[config.mk]
export PLATFORM = sky130hd
export DESIGN_NAME = gip_port
export DESIGN_NICKNAME = d
export VERILOG_FILES = /design/src/rtl/gip_pkg.sv /design/src/rtl/gip_port.sv /design/src/rtl/gip_sync.sv /design/src/rtl/gip_buf.sv
export SDC_FILE = /design/constraint.sdc
export NUM_CORES = 1
export LEC_CHECK = 0
export BUFFER_PORTS_ARGS = -buffer_cell sky130_fd_sc_hd__buf_4
export CAP_MARGIN = 30
export CELL_PAD_IN_SITES_DETAIL_PLACEMENT = 1
export CELL_PAD_IN_SITES_GLOBAL_PLACEMENT = 2
export CORE_MARGIN = 1.5
export CORE_UTILIZATION = 38
export CTS_BUF_LIST = sky130_fd_sc_hd__clkbuf_8
export DETAILED_ROUTE_END_ITERATION = 8
export PLACE_DENSITY_LB_ADDON = 0.12
export SYNTH_ARGS = -nofsm -noshare
export SYNTH_HDL_FRONTEND = slang
export SYNTH_HIERARCHICAL = 1
export SYNTH_SLANG_ARGS = --single-unit
[constraint.sdc]
create_clock -name clk -period 4.5 [get_ports clk]
set_input_delay 0.9 -clock clk [delete_from_list [all_inputs] [get_ports clk]]
set_output_delay 0.9 -clock clk [all_outputs]
set_load 0.01 [all_outputs]
[src/rtl/gip_pkg.sv]
package gip_pkg;

  localparam int unsigned CLK_HZ = 40_000_000;
  localparam int unsigned SETTLE_NS = 2000;
  localparam int unsigned SETTLE_CYC = (SETTLE_NS * (CLK_HZ / 1_000_000) + 999) / 1000;
  localparam int unsigned CNT_W = $clog2(SETTLE_CYC + 1);

  // Positions in the synchronised pin vector
  localparam int unsigned PB_DIO = 0;
  localparam int unsigned PB_NDAC = 8;
  localparam int unsigned PB_NRFD = 9;
  localparam int unsigned PB_DAV = 10;
  localparam int unsigned PB_EOI = 11;
  localparam int unsigned PB_REN = 12;
  localparam int unsigned PB_ATN = 13;
  localparam int unsigned PB_IFC = 14;
  localparam int unsigned PIN_W = 15;

  // Command groups, upper two bits of a seven-bit command
  localparam logic [1:0] GRP_LAG = 2'h1;
  localparam logic [1:0] GRP_TAG = 2'h2;
  localparam logic [1:0] GRP_SCG = 2'h3;

  localparam logic [6:0] CMD_GTL = 7'h01;
  localparam logic [6:0] CMD_SDC = 7'h04;
  localparam logic [6:0] CMD_PPC = 7'h05;
  localparam logic [6:0] CMD_GET = 7'h08;
  localparam logic [6:0] CMD_LLO = 7'h11;
  localparam logic [6:0] CMD_DCL = 7'h14;
  localparam logic [6:0] CMD_PPU = 7'h15;
  localparam logic [6:0] CMD_SPE = 7'h18;
  localparam logic [6:0] CMD_SPD = 7'h19;
  localparam logic [6:0] CMD_UNL = 7'h3F;
  localparam logic [6:0] CMD_UNT = 7'h5F;

  localparam int unsigned PPD_BIT = 4;
  localparam int unsigned PPS_BIT = 3;
  localparam int unsigned RSV_BIT = 6;

  localparam logic [7:0] BYTE_RST = 8'h00;
  localparam logic [2:0] PPL_RST = 3'h0;

  typedef enum logic [2:0] {AH_IDLE, AH_NRDY, AH_RDY, AH_ACPT, AH_DONE} gip_ah_t;
  typedef enum logic [1:0] {SH_IDLE, SH_SETTLE, SH_XFER} gip_sh_t;

endpackage : gip_pkg

[src/rtl/gip_port.sv]
`timescale 1ns/1ps
module gip_port
  import gip_pkg::*;
#(
  parameter int RX_DEPTH = 2
) (
  input logic clk, // 40 MHz system clock
  input logic srst, // Synchronous reset, high
  input logic [7:0] dio_i, // Data line levels
  output logic [7:0] dio_o, // Data line drive level
  output logic [7:0] dio_oe, // Data line pulled low
  input logic ifc_n_i, // Interface clear level
  input logic atn_n_i, // Attention level
  input logic ren_n_i, // Remote enable level
  input logic eoi_n_i, // End-or-identify level
  output logic eoi_n_o, // End-or-identify drive level
  output logic eoi_n_oe, // End-or-identify pulled low
  output logic srq_n_o, // Service request drive level
  output logic srq_n_oe, // Service request pulled low
  input logic dav_n_i, // Data valid level
  output logic dav_n_o, // Data valid drive level
  output logic dav_n_oe, // Data valid pulled low
  input logic nrfd_n_i, // Not ready level
  output logic nrfd_n_o, // Not ready drive level
  output logic nrfd_n_oe, // Not ready pulled low
  input logic ndac_n_i, // Not accepted level
  output logic ndac_n_o, // Not accepted drive level
  output logic ndac_n_oe, // Not accepted pulled low
  input logic [4:0] my_addr, // Primary bus address
  input logic [7:0] tx_data, // Byte to send
  input logic tx_end, // Byte is last of message
  input logic tx_valid, // Byte to send offered
  output logic tx_ready, // Byte to send taken
  output logic [7:0] rx_data, // Received byte
  output logic rx_end, // Received byte was last
  output logic rx_valid, // Received byte available
  input logic rx_ready, // Received byte taken
  input logic srq_req, // Device wants service
  input logic [7:0] status_in, // Serial poll status
  input logic ist, // Parallel poll status
  input logic local_req, // Front panel local key
  output logic remote, // Under bus control
  output logic lockout, // Local key locked out
  output logic listening, // Addressed to listen
  output logic talking, // Addressed to talk
  output logic serial_poll, // Serial poll mode
  output logic trig, // Trigger pulse
  output logic dev_clr // Device clear pulse
);

  logic [PIN_W-1:0] pin_s;
  logic [7:0] bus_byte;
  logic atn;
  logic ifc;
  logic ren;
  logic eoi;
  logic dav;
  logic nrfd_hi;
  logic ndac_hi;

  gip_ah_t ah_st;
  gip_sh_t sh_st;
  logic listen;
  logic talk;
  logic spmode;
  logic ppc_pend;
  logic pp_en;
  logic pp_sense;
  logic [2:0] pp_line;
  logic srq_served;
  logic srq_drv;
  logic [7:0] dio_drv;
  logic eoi_drv;
  logic [7:0] sh_byte;
  logic sh_end;
  logic sh_sp;
  logic [CNT_W-1:0] cnt;

  logic ah_take;
  logic cmd_v;
  logic [6:0] cmd;
  logic is_mla;
  logic is_mta;
  logic is_ota;
  logic is_sec;
  logic acc_on;
  logic can_take;
  logic src_on;
  logic rsv;
  logic pp_drive;
  logic sh_done;
  logic rxb_ready;

  initial begin
    if (RX_DEPTH < 2) $error("gip_port: RX_DEPTH below 2");
  end

  gip_sync #(
    .W(PIN_W)
  ) u_sync (
    .clk(clk),
    .srst(srst),
    .d({ifc_n_i, atn_n_i, ren_n_i, eoi_n_i, dav_n_i, nrfd_n_i, ndac_n_i, dio_i}),
    .q(pin_s)
  );

  // Lines are low-true: a low level is a logic one
  assign bus_byte = ~pin_s[PB_DIO +: 8];
  assign atn = ~pin_s[PB_ATN];
  assign ifc = ~pin_s[PB_IFC];
  assign ren = ~pin_s[PB_REN];
  assign eoi = ~pin_s[PB_EOI];
  assign dav = ~pin_s[PB_DAV];
  assign nrfd_hi = pin_s[PB_NRFD];
  assign ndac_hi = pin_s[PB_NDAC];

  // Command decode
  assign ah_take = (ah_st == AH_RDY) && dav;
  assign cmd_v = ah_take && atn;
  assign cmd = bus_byte[6:0];
  assign is_mla = cmd == {GRP_LAG, my_addr};
  assign is_mta = cmd == {GRP_TAG, my_addr};
  assign is_ota = (cmd[6:5] == GRP_TAG) && !is_mta && (cmd != CMD_UNT);
  assign is_sec = cmd[6:5] == GRP_SCG;

  // Acceptor handshake
  assign acc_on = atn || listen;
  assign can_take = atn || rxb_ready;

  always_ff @(posedge clk) begin
    if (srst) begin
      ah_st <= AH_IDLE;
    end else begin
      case (ah_st)
        AH_IDLE: begin
          if (acc_on) ah_st <= AH_NRDY;
        end
        AH_NRDY: begin
          if (!acc_on) ah_st <= AH_IDLE;
          else if (can_take && !dav) ah_st <= AH_RDY;
        end
        AH_RDY: begin
          if (dav) ah_st <= AH_ACPT;
          else if (!acc_on) ah_st <= AH_IDLE;
          else if (!can_take) ah_st <= AH_NRDY;
        end
        AH_ACPT: begin
          ah_st <= AH_DONE;
        end
        AH_DONE: begin
          if (!dav) ah_st <= acc_on ? AH_NRDY : AH_IDLE;
        end
        default: begin
          ah_st <= AH_IDLE;
        end
      endcase
    end
  end

  // Not-ready held through accept so it leads the accepted release
  assign nrfd_n_oe = (ah_st == AH_NRDY) || (ah_st == AH_ACPT) || (ah_st == AH_DONE);
  assign ndac_n_oe = (ah_st == AH_NRDY) || (ah_st == AH_RDY) || (ah_st == AH_ACPT);
  assign nrfd_n_o = 1'b0;
  assign ndac_n_o = 1'b0;

  gip_buf #(
    .W(9),
    .DEPTH(RX_DEPTH)
  ) u_rxbuf (
    .clk(clk),
    .srst(srst),
    .in_data({eoi, bus_byte}),
    .in_valid(ah_take && !atn),
    .in_ready(rxb_ready),
    .out_data({rx_end, rx_data}),
    .out_valid(rx_valid),
    .out_ready(rx_ready)
  );

  // Listener addressing
  always_ff @(posedge clk) begin
    if (srst || ifc) begin
      listen <= 1'b0;
    end else if (cmd_v) begin
      if (is_mla) listen <= 1'b1;
      else if (cmd == CMD_UNL || is_mta) listen <= 1'b0;
    end
  end

  // Talker addressing
  always_ff @(posedge clk) begin
    if (srst || ifc) begin
      talk <= 1'b0;
    end else if (cmd_v) begin
      if (is_mta) talk <= 1'b1;
      else if (is_ota || cmd == CMD_UNT || is_mla) talk <= 1'b0;
    end
  end

  // Serial poll mode
  always_ff @(posedge clk) begin
    if (srst || ifc) begin
      spmode <= 1'b0;
    end else if (cmd_v) begin
      if (cmd == CMD_SPE) spmode <= 1'b1;
      else if (cmd == CMD_SPD) spmode <= 1'b0;
    end
  end

  // Parallel poll configuration; secondaries keep the pending state
  always_ff @(posedge clk) begin
    if (srst || ifc) begin
      ppc_pend <= 1'b0;
    end else if (cmd_v && !is_sec) begin
      ppc_pend <= (cmd == CMD_PPC) && listen;
    end
  end

  always_ff @(posedge clk) begin
    if (srst) begin
      pp_en <= 1'b0;
      pp_sense <= 1'b0;
      pp_line <= PPL_RST;
    end else if (cmd_v) begin
      if (cmd == CMD_PPU) begin
        pp_en <= 1'b0;
      end else if (is_sec && ppc_pend) begin
        pp_en <= !cmd[PPD_BIT];
        if (!cmd[PPD_BIT]) begin
          pp_sense <= cmd[PPS_BIT];
          pp_line <= cmd[2:0];
        end
      end
    end
  end

  // Remote and local switchover
  always_ff @(posedge clk) begin
    if (srst || !ren) begin
      remote <= 1'b0;
    end else if (cmd_v && is_mla) begin
      remote <= 1'b1;
    end else if (cmd_v && cmd == CMD_GTL && listen) begin
      remote <= 1'b0;
    end else if (local_req && !lockout) begin
      remote <= 1'b0;
    end
  end

  always_ff @(posedge clk) begin
    if (srst || !ren) begin
      lockout <= 1'b0;
    end else if (cmd_v && cmd == CMD_LLO) begin
      lockout <= 1'b1;
    end
  end

  // Trigger and clear pulses
  always_ff @(posedge clk) begin
    if (srst) begin
      trig <= 1'b0;
      dev_clr <= 1'b0;
    end else begin
      trig <= cmd_v && cmd == CMD_GET && listen;
      dev_clr <= cmd_v && (cmd == CMD_DCL || (cmd == CMD_SDC && listen));
    end
  end

  // Service request; a served request waits for srq_req to drop
  assign rsv = srq_req && !srq_served;
  assign sh_done = (sh_st == SH_XFER) && !atn && ndac_hi;

  always_ff @(posedge clk) begin
    if (srst || !srq_req) begin
      srq_served <= 1'b0;
    end else if (sh_done && sh_sp) begin
      srq_served <= 1'b1;
    end
  end

  always_ff @(posedge clk) begin
    if (srst) srq_drv <= 1'b0;
    else srq_drv <= rsv;
  end

  assign srq_n_oe = srq_drv;
  assign srq_n_o = 1'b0;

  // Source handshake
  assign src_on = talk && !atn;
  assign tx_ready = (sh_st == SH_IDLE) && src_on && !spmode;

  always_ff @(posedge clk) begin
    if (srst) begin
      sh_st <= SH_IDLE;
      sh_byte <= BYTE_RST;
      sh_end <= 1'b0;
      sh_sp <= 1'b0;
      cnt <= '0;
    end else begin
      case (sh_st)
        SH_IDLE: begin
          if (src_on && (spmode || tx_valid)) begin
            sh_st <= SH_SETTLE;
            sh_sp <= spmode;
            sh_end <= !spmode && tx_end;
            cnt <= CNT_W'(SETTLE_CYC);
            if (spmode) begin
              sh_byte <= {status_in[7], rsv, status_in[5:0]};
            end else begin
              sh_byte <= tx_data;
            end
          end
        end
        SH_SETTLE: begin
          if (!talk) begin
            sh_st <= SH_IDLE;
          end else if (atn) begin
            cnt <= CNT_W'(SETTLE_CYC);
          end else if (cnt != '0) begin
            cnt <= cnt - 1'b1;
          end else if (nrfd_hi && !ndac_hi) begin
            sh_st <= SH_XFER;
          end
        end
        SH_XFER: begin
          if (!talk) begin
            sh_st <= SH_IDLE;
          end else if (atn) begin
            sh_st <= SH_SETTLE;
            cnt <= CNT_W'(SETTLE_CYC);
          end else if (ndac_hi) begin
            sh_st <= SH_IDLE;
          end
        end
        default: begin
          sh_st <= SH_IDLE;
        end
      endcase
    end
  end

  assign dav_n_oe = sh_st == SH_XFER;
  assign dav_n_o = 1'b0;

  // Data lines carry the talker byte or the poll answer
  assign pp_drive = atn && eoi && pp_en && (ist == pp_sense);

  always_ff @(posedge clk) begin
    if (srst) begin
      dio_drv <= BYTE_RST;
      eoi_drv <= 1'b0;
    end else begin
      eoi_drv <= src_on && sh_st != SH_IDLE && sh_end;
      if (src_on && sh_st != SH_IDLE) dio_drv <= sh_byte;
      else if (pp_drive) dio_drv <= 8'h01 << pp_line;
      else dio_drv <= BYTE_RST;
    end
  end

  assign dio_oe = dio_drv;
  assign dio_o = BYTE_RST;
  assign eoi_n_oe = eoi_drv;
  assign eoi_n_o = 1'b0;

  assign listening = listen;
  assign talking = talk;
  assign serial_poll = spmode;

endmodule : gip_port

[src/rtl/gip_sync.sv]
`timescale 1ns/1ps
module gip_sync #(
  parameter int W = 1,
  parameter logic [W-1:0] INIT = '1
) (
  input logic clk, // System clock
  input logic srst, // Synchronous reset
  input logic [W-1:0] d, // Asynchronous inputs
  output logic [W-1:0] q // Synchronised outputs
);

  logic [W-1:0] meta;

  initial begin
    if (W < 1) $error("gip_sync: W must be positive");
  end

  always_ff @(posedge clk) begin
    if (srst) begin
      meta <= INIT;
      q <= INIT;
    end else begin
      meta <= d;
      q <= meta;
    end
  end

endmodule : gip_sync

[src/rtl/gip_buf.sv]
`timescale 1ns/1ps
module gip_buf #(
  parameter int W = 9,
  parameter int DEPTH = 2
) (
  input logic clk, // System clock
  input logic srst, // Synchronous reset
  input logic [W-1:0] in_data, // Word in
  input logic in_valid, // Word in offered
  output logic in_ready, // Room for a word
  output logic [W-1:0] out_data, // Oldest word
  output logic out_valid, // Word available
  input logic out_ready // Receiver takes word
);

  localparam int AW = $clog2(DEPTH);

  logic [W-1:0] mem [DEPTH];
  logic [AW-1:0] wr_ptr;
  logic [AW-1:0] rd_ptr;
  logic [AW:0] count;
  logic push;
  logic pop;

  initial begin
    if (DEPTH < 2 || (DEPTH & (DEPTH - 1)) != 0) $error("gip_buf: DEPTH must be 2**n, n>=1");
  end

  assign in_ready = count != (AW + 1)'(DEPTH);
  assign out_valid = count != '0;
  assign push = in_valid && in_ready;
  assign pop = out_valid && out_ready;
  assign out_data = mem[rd_ptr];

  always_ff @(posedge clk) begin
    if (push) mem[wr_ptr] <= in_data;
  end

  always_ff @(posedge clk) begin
    if (srst) begin
      wr_ptr <= '0;
      rd_ptr <= '0;
      count <= '0;
    end else begin
      if (push) wr_ptr <= wr_ptr + 1'b1;
      if (pop) rd_ptr <= rd_ptr + 1'b1;
      if (push && !pop) count <= count + 1'b1;
      else if (pop && !push) count <= count - 1'b1;
    end
  end

endmodule : gip_buf

==> results.md, run 1 <==
Synthesis:
- The count of mapped cells out of synthesis is ~410.
- The cell area that synthesis handed to floorplanning was about 4200 sq um.
- During synthesis, Yosys emitted a total of 6 warnings.
- The sequential fraction of the synthesis area is between 50% and 60%.
- The number of library cell types mapped by synthesis is 63.
- In the synthesized netlist the dominant register cell turns out to be dfxtp_1.
- The synthesized area divided by synthesized cell count is 10.1 sq um.
- Counting flops with a built-in enable in the synthesized netlist gives 18.
- Of all flip-flops after synthesis, the portion carrying an async set or reset was 0%.
- In this run, synthesis produced a sequential element count of 99.

CTS:
- The maximum level of the CTS H-tree is 3.
- The number of clock buffers inserted by TritonCTS is 9.
- TritonCTS built the clock tree.
- The number of hold buffers added after CTS was 0.
- The root buffer cell chosen for the clock tree is clkbuf_8.
- After clock tree synthesis, the clock-pin slew on the worst setup and hold paths is about 0.10 ns.
- No sink is reached through more buffers than the 2 on the longest clock path.
- Post-CTS timing repair inserted 0 buffers for setup.
- The count of clock tree sinks is just under 100.
- The later pin in the worst-skew pair is clocked with a latency of roughly 0.37 ns.
- The number of gates resized after cts is 0.

STA:
- Setup violations remaining at the end of the flow were counted as 0.
- Dividing the final minimum period by the clock period gives between 60 and 70%.
- Setup repair after global routing left no endpoint under its margin.
- The post-route worst hold slack is 0.412 ns.
- The count of endpoints failing hold in the final timing report was 0.
- The slew of the pin with the lowest slew margin is between 0.7 and 0.8 ns.
- The routed design could run at a clock period as short as about 2.8 ns.
- The post-route clock skew is 0.0122 ns.
- The maximum frequency from static timing analysis is 357 MHz.
- After routing, the total negative slack on setup checks comes to 0 ns.
- Across all setup checks in the final design, the least slack found is roughly 1.7 ns.
- In this run the tightest slew margin relative to its limit is ~47%.
- The number of slew-limit violations in the final report is 0.

Layout:
- The count of inserted antenna diode cells is 0.
- The final non-filler cell area is around 4900 sq um.
- The combined flip-flop and latch cell area is approximately 2200 sq um.
- The number of nets at the end of the flow is roughly 520.
- The commonest non-fill, non-tap cell in the layout is dfxtp_1.
- The filler cell count in the final layout is around 1.2k.
- The final cell utilization of the core is a little under half.
- Summing all multi-input logic gate instances after layout gives around 1800 sq um.
- Leaving out filler cells and counting taps, the final layout contains between 600 and 700.
- The area growth from synthesis to layout is 17.7%.
- Cells with a size suffix above 1 make up 22.1% of the layout.
- The library cells used most frequently in the layout, excluding fill and tap cells, are dfxtp_1, buf_4, nor2_1, or2_1, edfxtp_1.

Placed design:
- Counting tap cells, the placed design contains a total of 603 instances.
- The routability-driven placement congestion ratio is between 0.8 and 0.9.
- The worst slack at placement is between 2 and 2.5 ns.
- The count of input and output buffers is between 70 and 80.
- The cell area after placement is 4760 sq um.
- The HPWL after detailed placement is 6640 um.

Die:
- The core area is approximately 11000 sq um.
- The number of top-level design ports is 88.
- The die covers around 12000 sq um.
- The floorplan has 38 rows.
- The die is between 100 and 150 um wide.
- Measured along the y axis, the die boundary spans 108 um.
- For this configuration, the core starts out at a cell density of between 30% and 40%.

Drt:
- After detailed routing, the average wire length per cell comes to around 15 um.
- The first detailed-routing pass ran for 4 iterations.
- The residual antenna-violating net count after detailed routing is 0.
- Dividing the detail-routed via count by the number of cells gives a little over 5.
- The total routed wirelength is about 9400 um.
- The total via count in the routed design is about 3.1k.
- The remaining design rule violation count is 0.
- The violation count after the first detailed-routing iteration is approximately 120.

GRT:
- For this run the aggregate overflow at the end of global routing stands at 0.
- The largest net degree at the start of global routing is 73.
- The combined global-route utilization of all metal layers is 17.2%.
- The first global-routing pass estimated about 15000 um of wire.
- The number of antenna violations at the first check in global routing is 0.
- The via count of the first global-routing pass came to around 3.1k.

Hold path:
- The tightest min-delay check is of the reg2reg type.

Worst setup path:
- The worst setup path is of the reg2out kind.
- The startpoint class of the critical path is a flip-flop.
- The endpoint arrival time on the critical path is between 1.5 and 2 ns.
- For the worst setup path, the data required time is roughly 3.6 ns.
- In this run the worst path has a maximum fanout of 19.
- STA classifies the critical path endpoint as an output port.

Pwr:
- The total leakage power is 1.91 nW.
- Power spread over the standard cell area amounts to approximately 320 nW/um^2.
- In this run the power spent charging and discharging nets is 0.391 mW.
- The design draws between 1.5 and 2 mW.
- Registers are responsible for 59.6% of the overall power.
- The maximum ir drop on the vdd rail is roughly 0.14 mV.
- The internal portion of the total power is between 1 and 1.5 mW.
- Of the total power, the share spent switching nets is between 20% and 30%.
- The relative contribution of the clock network to total power is between 30% and 40%.
- The combinational share of power is under 10%.

Flow run:
- The max-capacitance violation count is 0.

Run status:
- The run finished with clean final reports.
[final cells by class]
type / count / share of cell area (%)
well taps: 140 / 3.55
clock inverters: 7 / 1.04
flip-flops and latches: 99 / 43.8
clock buffers: 9 / 2.51
inverters: 16 / 1.22
multi-input cells: 274 / 36.6
repair buffers: 74 / 11.3
[per-layer routing]
metal / share of wire (%) / up-vias / track usage [%]
met5: 0 / - / 0
met4: 1.9 / 0 / 7.61
met3: 3.6 / 12 / 2.89
met2: 45 / 61 / 26.8
met1: 50 / 1490 / 23.5
li1: - / 1566 / -
[registers in the layout, indices dropped and copies added, names as in the netlist, 2 cells and up, named ones only]
register / count
ah_st: 3
cnt: 7
dio_oe: 8
pp_line: 3
sh_byte: 8
sh_st: 2
u_rxbuf/count: 2
u_rxbuf/mem: 18
u_sync/meta: 15
u_sync/q: 15
[cells in the mapped netlist, drive strengths merged (5+ instances only)]
cell type	count	area, sq um
inv	15	56.3
nor3	7	35.0
edfxtp	18	541
dfxtp	81	1620
mux2	9	101
a22oi	7	52.6
buf	20	144
clkbuf	17	65.1
nand2	14	52.6
nor2	42	158
o31ai	5	37.5
nand2b	7	51.3
nand3	6	30.0
mux2i	11	110
xor2	9	78.8
a211oi	15	118
nor4	6	37.5
nand3b	5	37.5
o21ai	7	35.0
or2	32	200
a21oi	15	75.1
nor2b	8	50.1
[cell families after synthesis]
group           synth area share [%]
fa+ha+maj                      0.896
flops                           51.6
mux                             5.05
simple gates                    21.6
other cells                   0.0895
buf+inv                         6.42
compound gates                  12.5
xor+xnor                        1.88
[critical path, stage by stage (launching register included)]
cell	delay, ns
dfxtp_1	0.82
and4bb_2	0.41
nor2b_1	0.15
buf_4	0.14
[path summary, 6_finish.rpt]
path | endpoint | slack (ns) | cells after the start | start
max reg2reg | u_rxbuf/count[1] | 2.08 | 6 | u_sync/q[13]
min reg2reg | u_sync/q[10] | 0.41 | 1 | u_sync/meta[10]
min | u_sync/q[10] | 0.41 | 1 | u_sync/meta[10]
max | tx_ready | 1.70 | 3 | u_sync/q[13]
[power groups by stage]
| stage | Combinational (mW) | Sequential [mW] | Clock (mW) |
|---|---|---|---|
| detailed placement | 0.111 | 0.957 | 0 |
| floorplan | 0.0749 | 0.944 | 0 |
| finish | 0.109 | 0.936 | 0.525 |
| CTS | 0.111 | 0.936 | 0.543 |
| global route | 0.122 | 0.939 | 0.576 |
| global placement | 0.108 | 0.956 | 0 |
No activity file was read; power rests on OpenSTA's default activity.
==> run 2: changes to the inputs <==
- CORE_UTILIZATION: 38 -> 35
- clock period: 4.5 -> 2.9 ns (I/O delays scaled with it)
==> run 2 against run 1 <==
Against the previous run: final cell count rose by 0.65%; die area rose by 8.3%; the flow now finishes with violations (DRC); cell area rose by 0.53%; power rose by 58%.
==> results.md, run 2 (synthesis gave the netlist of run 1 again) <==
STA:
- For the pin with the worst max-slew slack, the measured transition is roughly 0.81 ns.
- The number of slew-limit violations in the final report is 0.
- In the finished design, the share of the clock period the worst path needs comes to about 78%.
- The setup-violating endpoint count in the final report is 0.
- The worst pin sits at a relative slew slack of 45.4%.
- The clock arrives with about 0.0095 ns of skew.
- Final hold analysis gives a worst-case slack of ~0.4 ns.
- The routed design could run at a clock period as short as between 2 and 2.5 ns.
- The count of endpoints failing hold in the final timing report is 0.
- The setup slack after layout is about 0.62 ns.
- The total negative setup slack is 0 ns.
- Setup repair after global routing left no endpoint under its margin.
- The maximum frequency from static timing analysis is between 400 and 500 MHz.

Layout:
- Leaving out fill and tap cells, the most frequent cell in the layout is dfxtp_1.
- The register with the most flip-flops in the layout has 18 of them.
- Leaving out fill and tap cells, the most frequent cells in the layout are dfxtp_1, buf_4, nor2_1, or2_1, edfxtp_1.
- The largest registers in the layout are u_rxbuf/mem (18), u_sync/meta (15), u_sync/q (15).
- In the final layout, the share of cells above drive strength 1 is between 20 and 25%.
- The post-route non-filler standard cell count is 623.
- The final cell utilization of the core is 42.9%.
- The multi-input gate area in the final layout is 1800 sq um.
- Summing all non-filler instances in the final layout gives an area of approximately 5000 sq um.
- The number of nets at the end of the flow is 523.
- The area growth from synthesis to final layout is 18.3%.
- The count of inserted antenna diode cells is 0.
- u_rxbuf/mem holds more flip-flops than any other register.
- After filler insertion, the fill cell instance count of the layout stands at about 1.3k.
- The combined flip-flop and latch cell area is about 2200 sq um.

GRT:
- The via count of the first global-routing pass is between 3k and 4k.
- The largest net degree at the start of global routing is 73.
- The global-route wire length before repair is 15500 um.
- Summed over all layers, the global routing overflow is 0.
- For this run, the total global-route usage over all layers was measured as between 10% and 20%.
- The number of antenna violations at the first check in global routing was 0.

Die:
- The initialized floorplan defines 39 standard-cell rows.
- The height of the die is ~110 um.
- The initial utilization of the core area, before any placement, comes to 36.2%.
- The core area is 11600 sq um.
- The width of the chip is 112 um.
- In this run the count of I/O pins placed on the die edge is between 80 and 90.
- The die covers around 13000 sq um.

Drt:
- The total via count in the routed design is approximately 3.1k.
- In the routed layout, each cell is associated on average with a via count of approximately 5.0.
- The total routed wirelength is 9520 um.
- The residual antenna-violating net count after detailed routing is 0.
- The number of optimization iterations in the first detailed-route pass is 6.
- The detailed router finished its first iteration with between 100 and 150 violations.
- The average wire per cell in the routed design is around 15 um.
- In the routed design, unresolved DRC markers number 7.

CTS:
- After clock tree synthesis, the repair step resized 0 gates.
- Post-CTS timing repair inserted 0 buffers for setup.
- The tree is rooted in a clkbuf_8.
- The clock tree synthesis step divided the H-tree into 3 levels.
- The clock network latency to the later pin of the worst-skew pair is about 0.36 ns.
- The quantity of hold-fixing buffers added after cts is 0.
- Clock-pin slew was measured on the worst setup and hold paths at around 0.09 ns.
- CTS saw 99 sinks.
- The CTS tree is yes.
- The number of buffers on the longest clock path is 2.
- The number of clock buffers inserted by TritonCTS is 9.

Pwr:
- The maximum ir drop on the vdd rail is approximately 0.21 mV.
- The design draws 2.47 mW.
- The total leakage power is between 1.5 and 2 nW.
- In this run the power density over the cells is ~500 nW/um^2.

Run status:
- The flow ran to the end, but the final reports show violations.
- The final reports fail on DRC.

Worst setup path:
- STA puts the critical path data arrival time at around 2.6 ns.
- For this design, the slowest cell found on the critical path is or4b_4.
- For this run, the slowest stage of the critical path takes between 0.5 and 0.6 ns.
- The kind of cell with the highest combined delay along the critical path is simple AND/OR/NAND/NOR gates.
- The kind of critical path is reg2reg.
- The register-to-register setup slack is about 0.62 ns.
- The worst setup path is captured at a flip-flop.
- The required time of the critical path is 3.19 ns.
- The critical path goes through or4b_4, nor2_1, and2_1, ha_1, or3_1, a21oi_1.
- The startpoint class of the critical path is a flip-flop.
- The worst path buffer plus inverter count is 0.
- The top fanout value on the critical path is 8.

Placed design:
- After legalization and detailed placement, the total HPWL measured around 6700 um.
- Prior to clock tree synthesis, the placed netlist has a worst setup slack of about 0.63 ns.
- At the end of routability-driven placement, the weighted congestion stood at about 0.79.
- The count of buffers added on input and output ports is 73.
- The placed instances occupy a cell area of 4780 sq um.
- Once placement completed, the tool counted placed cells totaling approximately 600.

Hold path:
- In this run the worst hold path is classified as in2reg.

Flow run:
- The max-capacitance violation count is 0.
run 2: cell types whose count changed in the layout (fill, tap and decap cells not counted):
| cell | delta |
|---|---|
| inv_6 | -3 |
| buf_4 | +2 |
| clkinv_2 | +2 |
| bufinv_16 | +1 |
| inv_4 | -1 |
run 2: layout make-up:
class                           count  share of cell area (%)
Sequential cell                    99                    43.6
Inverter                           16                    1.21
Clock inverter                      6                    1.19
Multi-Input combinational cell    274                    36.4
Timing Repair Buffer               76                    11.5
Tap cell                          143                    3.61
Clock buffer                        9                    2.50
run 2: path summary, 6_finish.rpt:
| path | start | endpoint | cells after the start |
|---|---|---|---|
| hold / removal | ndac_n_i | u_sync/meta[8] | 2 |
| setup reg to reg | ah_st[1] | u_rxbuf/count[1] | 6 |
| hold reg to reg | u_sync/meta[12] | u_sync/q[12] | 1 |
| setup / recovery | ah_st[1] | u_rxbuf/count[1] | 6 |
run 2: worst register-to-register path: cells and delay by family (launching register included):
| kind | cells | cell delay (ns) |
|---|---|---|
| fa+ha+maj | 1 | 0.26 |
| flops | 1 | 0.48 |
| simple gates | 4 | 1.33 |
| compound gates | 1 | 0.14 |
run 2: per-layer routing:
metal	global-route usage, %	vias up	routed length, um
li1	-	1561	-
met1	22.4	1467	4770
met2	23.1	78	4150
met3	3.13	12	438
met4	6.08	0	164
met5	0	-	0
run 2: report_power, final:
group | internal, mW | switching (mW) | total [mW]
clock | 0.388 | 0.464 | 0.852
sequential | 1.42 | 0.0252 | 1.45
combinational | 0.0899 | 0.0846 | 0.174
==> run 3: changes to the inputs <==
- CORE_UTILIZATION: 35 -> 32
- clock period: 2.9 -> 2 ns (I/O delays scaled with it)
==> run 3 against run 2 <==
Against the previous run: the run now ends clean; clock skew up 0.0023 ns; global-route usage decreased by 0.79 points; highest routed layer unchanged; sequential power grew 44%; utilization fell by 1.6 points; largest power group unchanged.
==> results.md, run 3 (synthesis gave the netlist of run 1 again) <==
Layout:
- The filler cells instantiated in the layout total 1506.
- The area growth from synthesis to final layout is 25.2%.
- In the final layout, flip-flops and latches occupy 2160 sq um.
- The post-route non-filler standard cell count is about 680.
- u_rxbuf/mem holds more flip-flops than any other register.
- The library cell used most frequently in the layout, excluding fill and tap cells, is buf_4.
- In the final layout, the registers with the most flip-flops are u_rxbuf/mem (18), u_sync/meta (15), u_sync/q (15).
- The count of inserted antenna diode cells is 0.
- In the final design database the tool counted around 550 nets.
- The multi-input gate area in the final layout is about 1800 sq um.
- Of the cells placed in the final design, the portion with a size suffix greater than 1 is between 20% and 30%.
- Leaving out fill and tap cells, the most frequent cells in the layout are buf_4, dfxtp_1, nor2_1, or2_1, edfxtp_1.
- The flip-flop count of the largest register, all copies and words added is 18.
- The final non-filler cell area is 5250 sq um.

CTS:
- For the worst-skew pair, the clock arrives at the later sink with an insertion delay of approximately 0.36 ns.
- The number of clock buffers inserted by TritonCTS is 9.
- In this run the number of H-tree levels came out at 3.
- The root buffer cell chosen for the clock tree is clkbuf_8.
- The number of buffers on the longest clock path is 2.
- Clock tree synthesis found a total of around 100 sinks.
- TritonCTS built the clock tree.
- The register clock-pin slew on the reported worst setup and hold paths is 0.09 ns.
- The quantity of hold-fixing buffers added after cts is 0.

Pwr:
- In this run switching power makes up between 20% and 30% of total power.
- VDD sags by at most roughly 0.41 mV.
- In this run the static leakage power is around 2.1 nW.
- The share of total power in sequential cells is 56.4%.
- The combinational share of power is under 10%.
- In this run the power density over the cells is a little over 700 nW/um^2.
- The clock network burns between 30 and 40% of the power.
- Overall power consumption after layout is estimated at roughly 3.7 mW.
- The internal portion of the total power is 2.86 mW.
- In this run the power spent charging and discharging nets is around 0.85 mW.

STA:
- The setup slack after layout is a little under 0.02 ns.
- The slew of the pin with the lowest slew margin is 0.498 ns.
- Static timing analysis puts the maximum clock frequency at 505 MHz.
- The setup-violating endpoint count in the final report is 0.
- The number of slew-limit violations in the final report is 0.
- The post-route clock skew is around 0.012 ns.
- Setup total negative slack on the finished layout was measured at 0 ns.
- For the finished layout, the period the worst path requires is ~2.0 ns.
- Setup repair after global routing could not meet its margin everywhere.
- After layout, the worst path uses ~100% of the clock period.
- In this run the tightest slew margin relative to its limit is 66.7%.
- The count of endpoints failing hold in the final timing report is 0.

Worst setup path:
- Data on the critical path arrives at its endpoint at roughly 2.3 ns.
- The startpoint class of the critical path is a flip-flop.
- The worst path buffer plus inverter count is 0.
- The required time of the critical path is roughly 2.3 ns.
- In this design, the stage delay of the slowest critical-path cell is slightly below 0.6 ns.
- The top fanout value on the critical path is 5.
- The launching point of the worst reg2reg path is u_sync/q[10].
- The critical path's top delay family is simple AND/OR/NAND/NOR gates.
- On the critical path, the stage with the largest delay is an instance of or4b_4.
- The capture point of the worst reg-to-reg path is u_rxbuf/count[1].
- Walking the worst path, the cells encountered are or4b_4, nor2_4, and2_4, ha_4, or3_4, a21oi_2.
- The category of the worst setup path capture point is a flip-flop.
- The register-to-register setup slack is just under 0.02 ns.
- The cell count along the critical path is 6.
- The worst reg2reg path depth is 6.
- The kind of critical path is reg2reg.

Placed design:
- Before CTS, the worst setup slack after placement is 0.0111 ns.
- Routability-driven placement finished with a final weighted congestion of about 0.81.
- The count of input and output buffers is 73.
- In this run the cell area measured after placement is around 5000 sq um.
- Detailed placement ended at an HPWL of between 7000 and 8000 um.
- Counting tap cells, the placed design contains a total of 655 instances.

Hold path:
- The path class of the lowest-slack min-delay path is in2reg.
- The worst hold path begins at ndac_n_i.
- The worst hold path terminates at u_sync/meta[8].
- The hold-critical path depth is 2.

Die:
- The floorplan step defined a die boundary enclosing about 14000 sq um.
- The width of the chip is 117 um.
- For this design the top-level I/O count stands at 88.
- The floorplan has 41 rows.
- The starting utilization of the core area is between 30 and 40%.
- The core region is about 13000 sq um.
- The floorplan step set the die height to 117 um.

GRT:
- Summed over all layers, the global routing overflow is 0.
- The via count of the first global-routing pass was about 3.2k.
- The combined global-route utilization of all metal layers is 14.8%.
- Entering global routing, the biggest net connects 73 pins.
- The number of antenna violations at the first check in global routing was 0.
- The global-route wire length before repair is 16400 um.

Drt:
- Wires add up to 9880 um.
- The via-per-instance ratio is between 4 and 5.
- The number of optimization iterations in the first detailed-route pass is 4.
- The total via count in the routed design is between 3k and 4k.
- The average wire per cell in the routed design is 14.6 um.
- The count of nets left with antenna violations once routing finished came out at 0.
- The remaining design rule violation count is 0.
- The violation count after the first detailed-routing iteration is ~170.

Run status:
- The flow ran to the end, and the final reports show no timing, DRC or antenna violations.

Flow run:
- Across the run, the number of max-cap violations was 0.
==> run 3: worst max path at each step <==
stage	start	to	slack, ns
final	u_sync/q[10]	u_rxbuf/count[1]	0.02
after global routing	u_sync/q[10]	u_rxbuf/count[1]	-0.06
after CTS	ah_st[2]	u_rxbuf/count[1]	0.02
after detailed placement	u_sync/q[10]	u_rxbuf/count[1]	0.01
after global placement	u_sync/q[10]	u_rxbuf/count[1]	0.05
after floorplan	ah_st[2]	u_rxbuf/count[1]	-0.006
==> run 3: power by group through the flow <==
| stage | clock network (mW) | registers (mW) | logic, mW |
|---|---|---|---|
| after floorplan | 0 | 2.12 | 0.172 |
| after global placement | 0 | 2.14 | 0.275 |
| after detailed placement | 0 | 2.14 | 0.279 |
| after CTS | 1.40 | 2.09 | 0.281 |
| after global routing | 1.46 | 2.10 | 0.311 |
| final | 1.34 | 2.09 | 0.279 |
==> run 3: cell type report <==
cell class	instances	share of cell area, %
sequential	99	41.2
multi-input combinational	274	35.0
timing repair buffer	99	14.5
tap	172	4.10
clock buffer	11	2.89
clock inverter	5	1.15
inverter	16	1.15
==> run 3: stage by stage <==
step | utilization (%) | hold slack [ns]
floorplan | - | 0.383
global route | 41.2 | 0.187
global placement | 39.2 | 0.386
finish | 41.2 | 0.210
detailed placement | 39.2 | 0.390
CTS | 40.9 | 0.190
==> run 3: layer usage <==
| metal | GRT usage (%) | vias up | share of wire, % |
|---|---|---|---|
| met1 | 20.8 | 1483 | 48 |
| li1 | - | 1607 | - |
| met2 | 22.6 | 72 | 46 |
| met4 | 5.32 | 0 | 1.2 |
| met5 | 0 | - | 0 |
| met3 | 2.82 | 9 | 4.4 |
==> run 3: what timing repair did <==
item,in CTS,in global routing
endpoints found under the setup margin,2,3
resized for setup,1,3
setup buffers,0,5
pin swaps,2,6
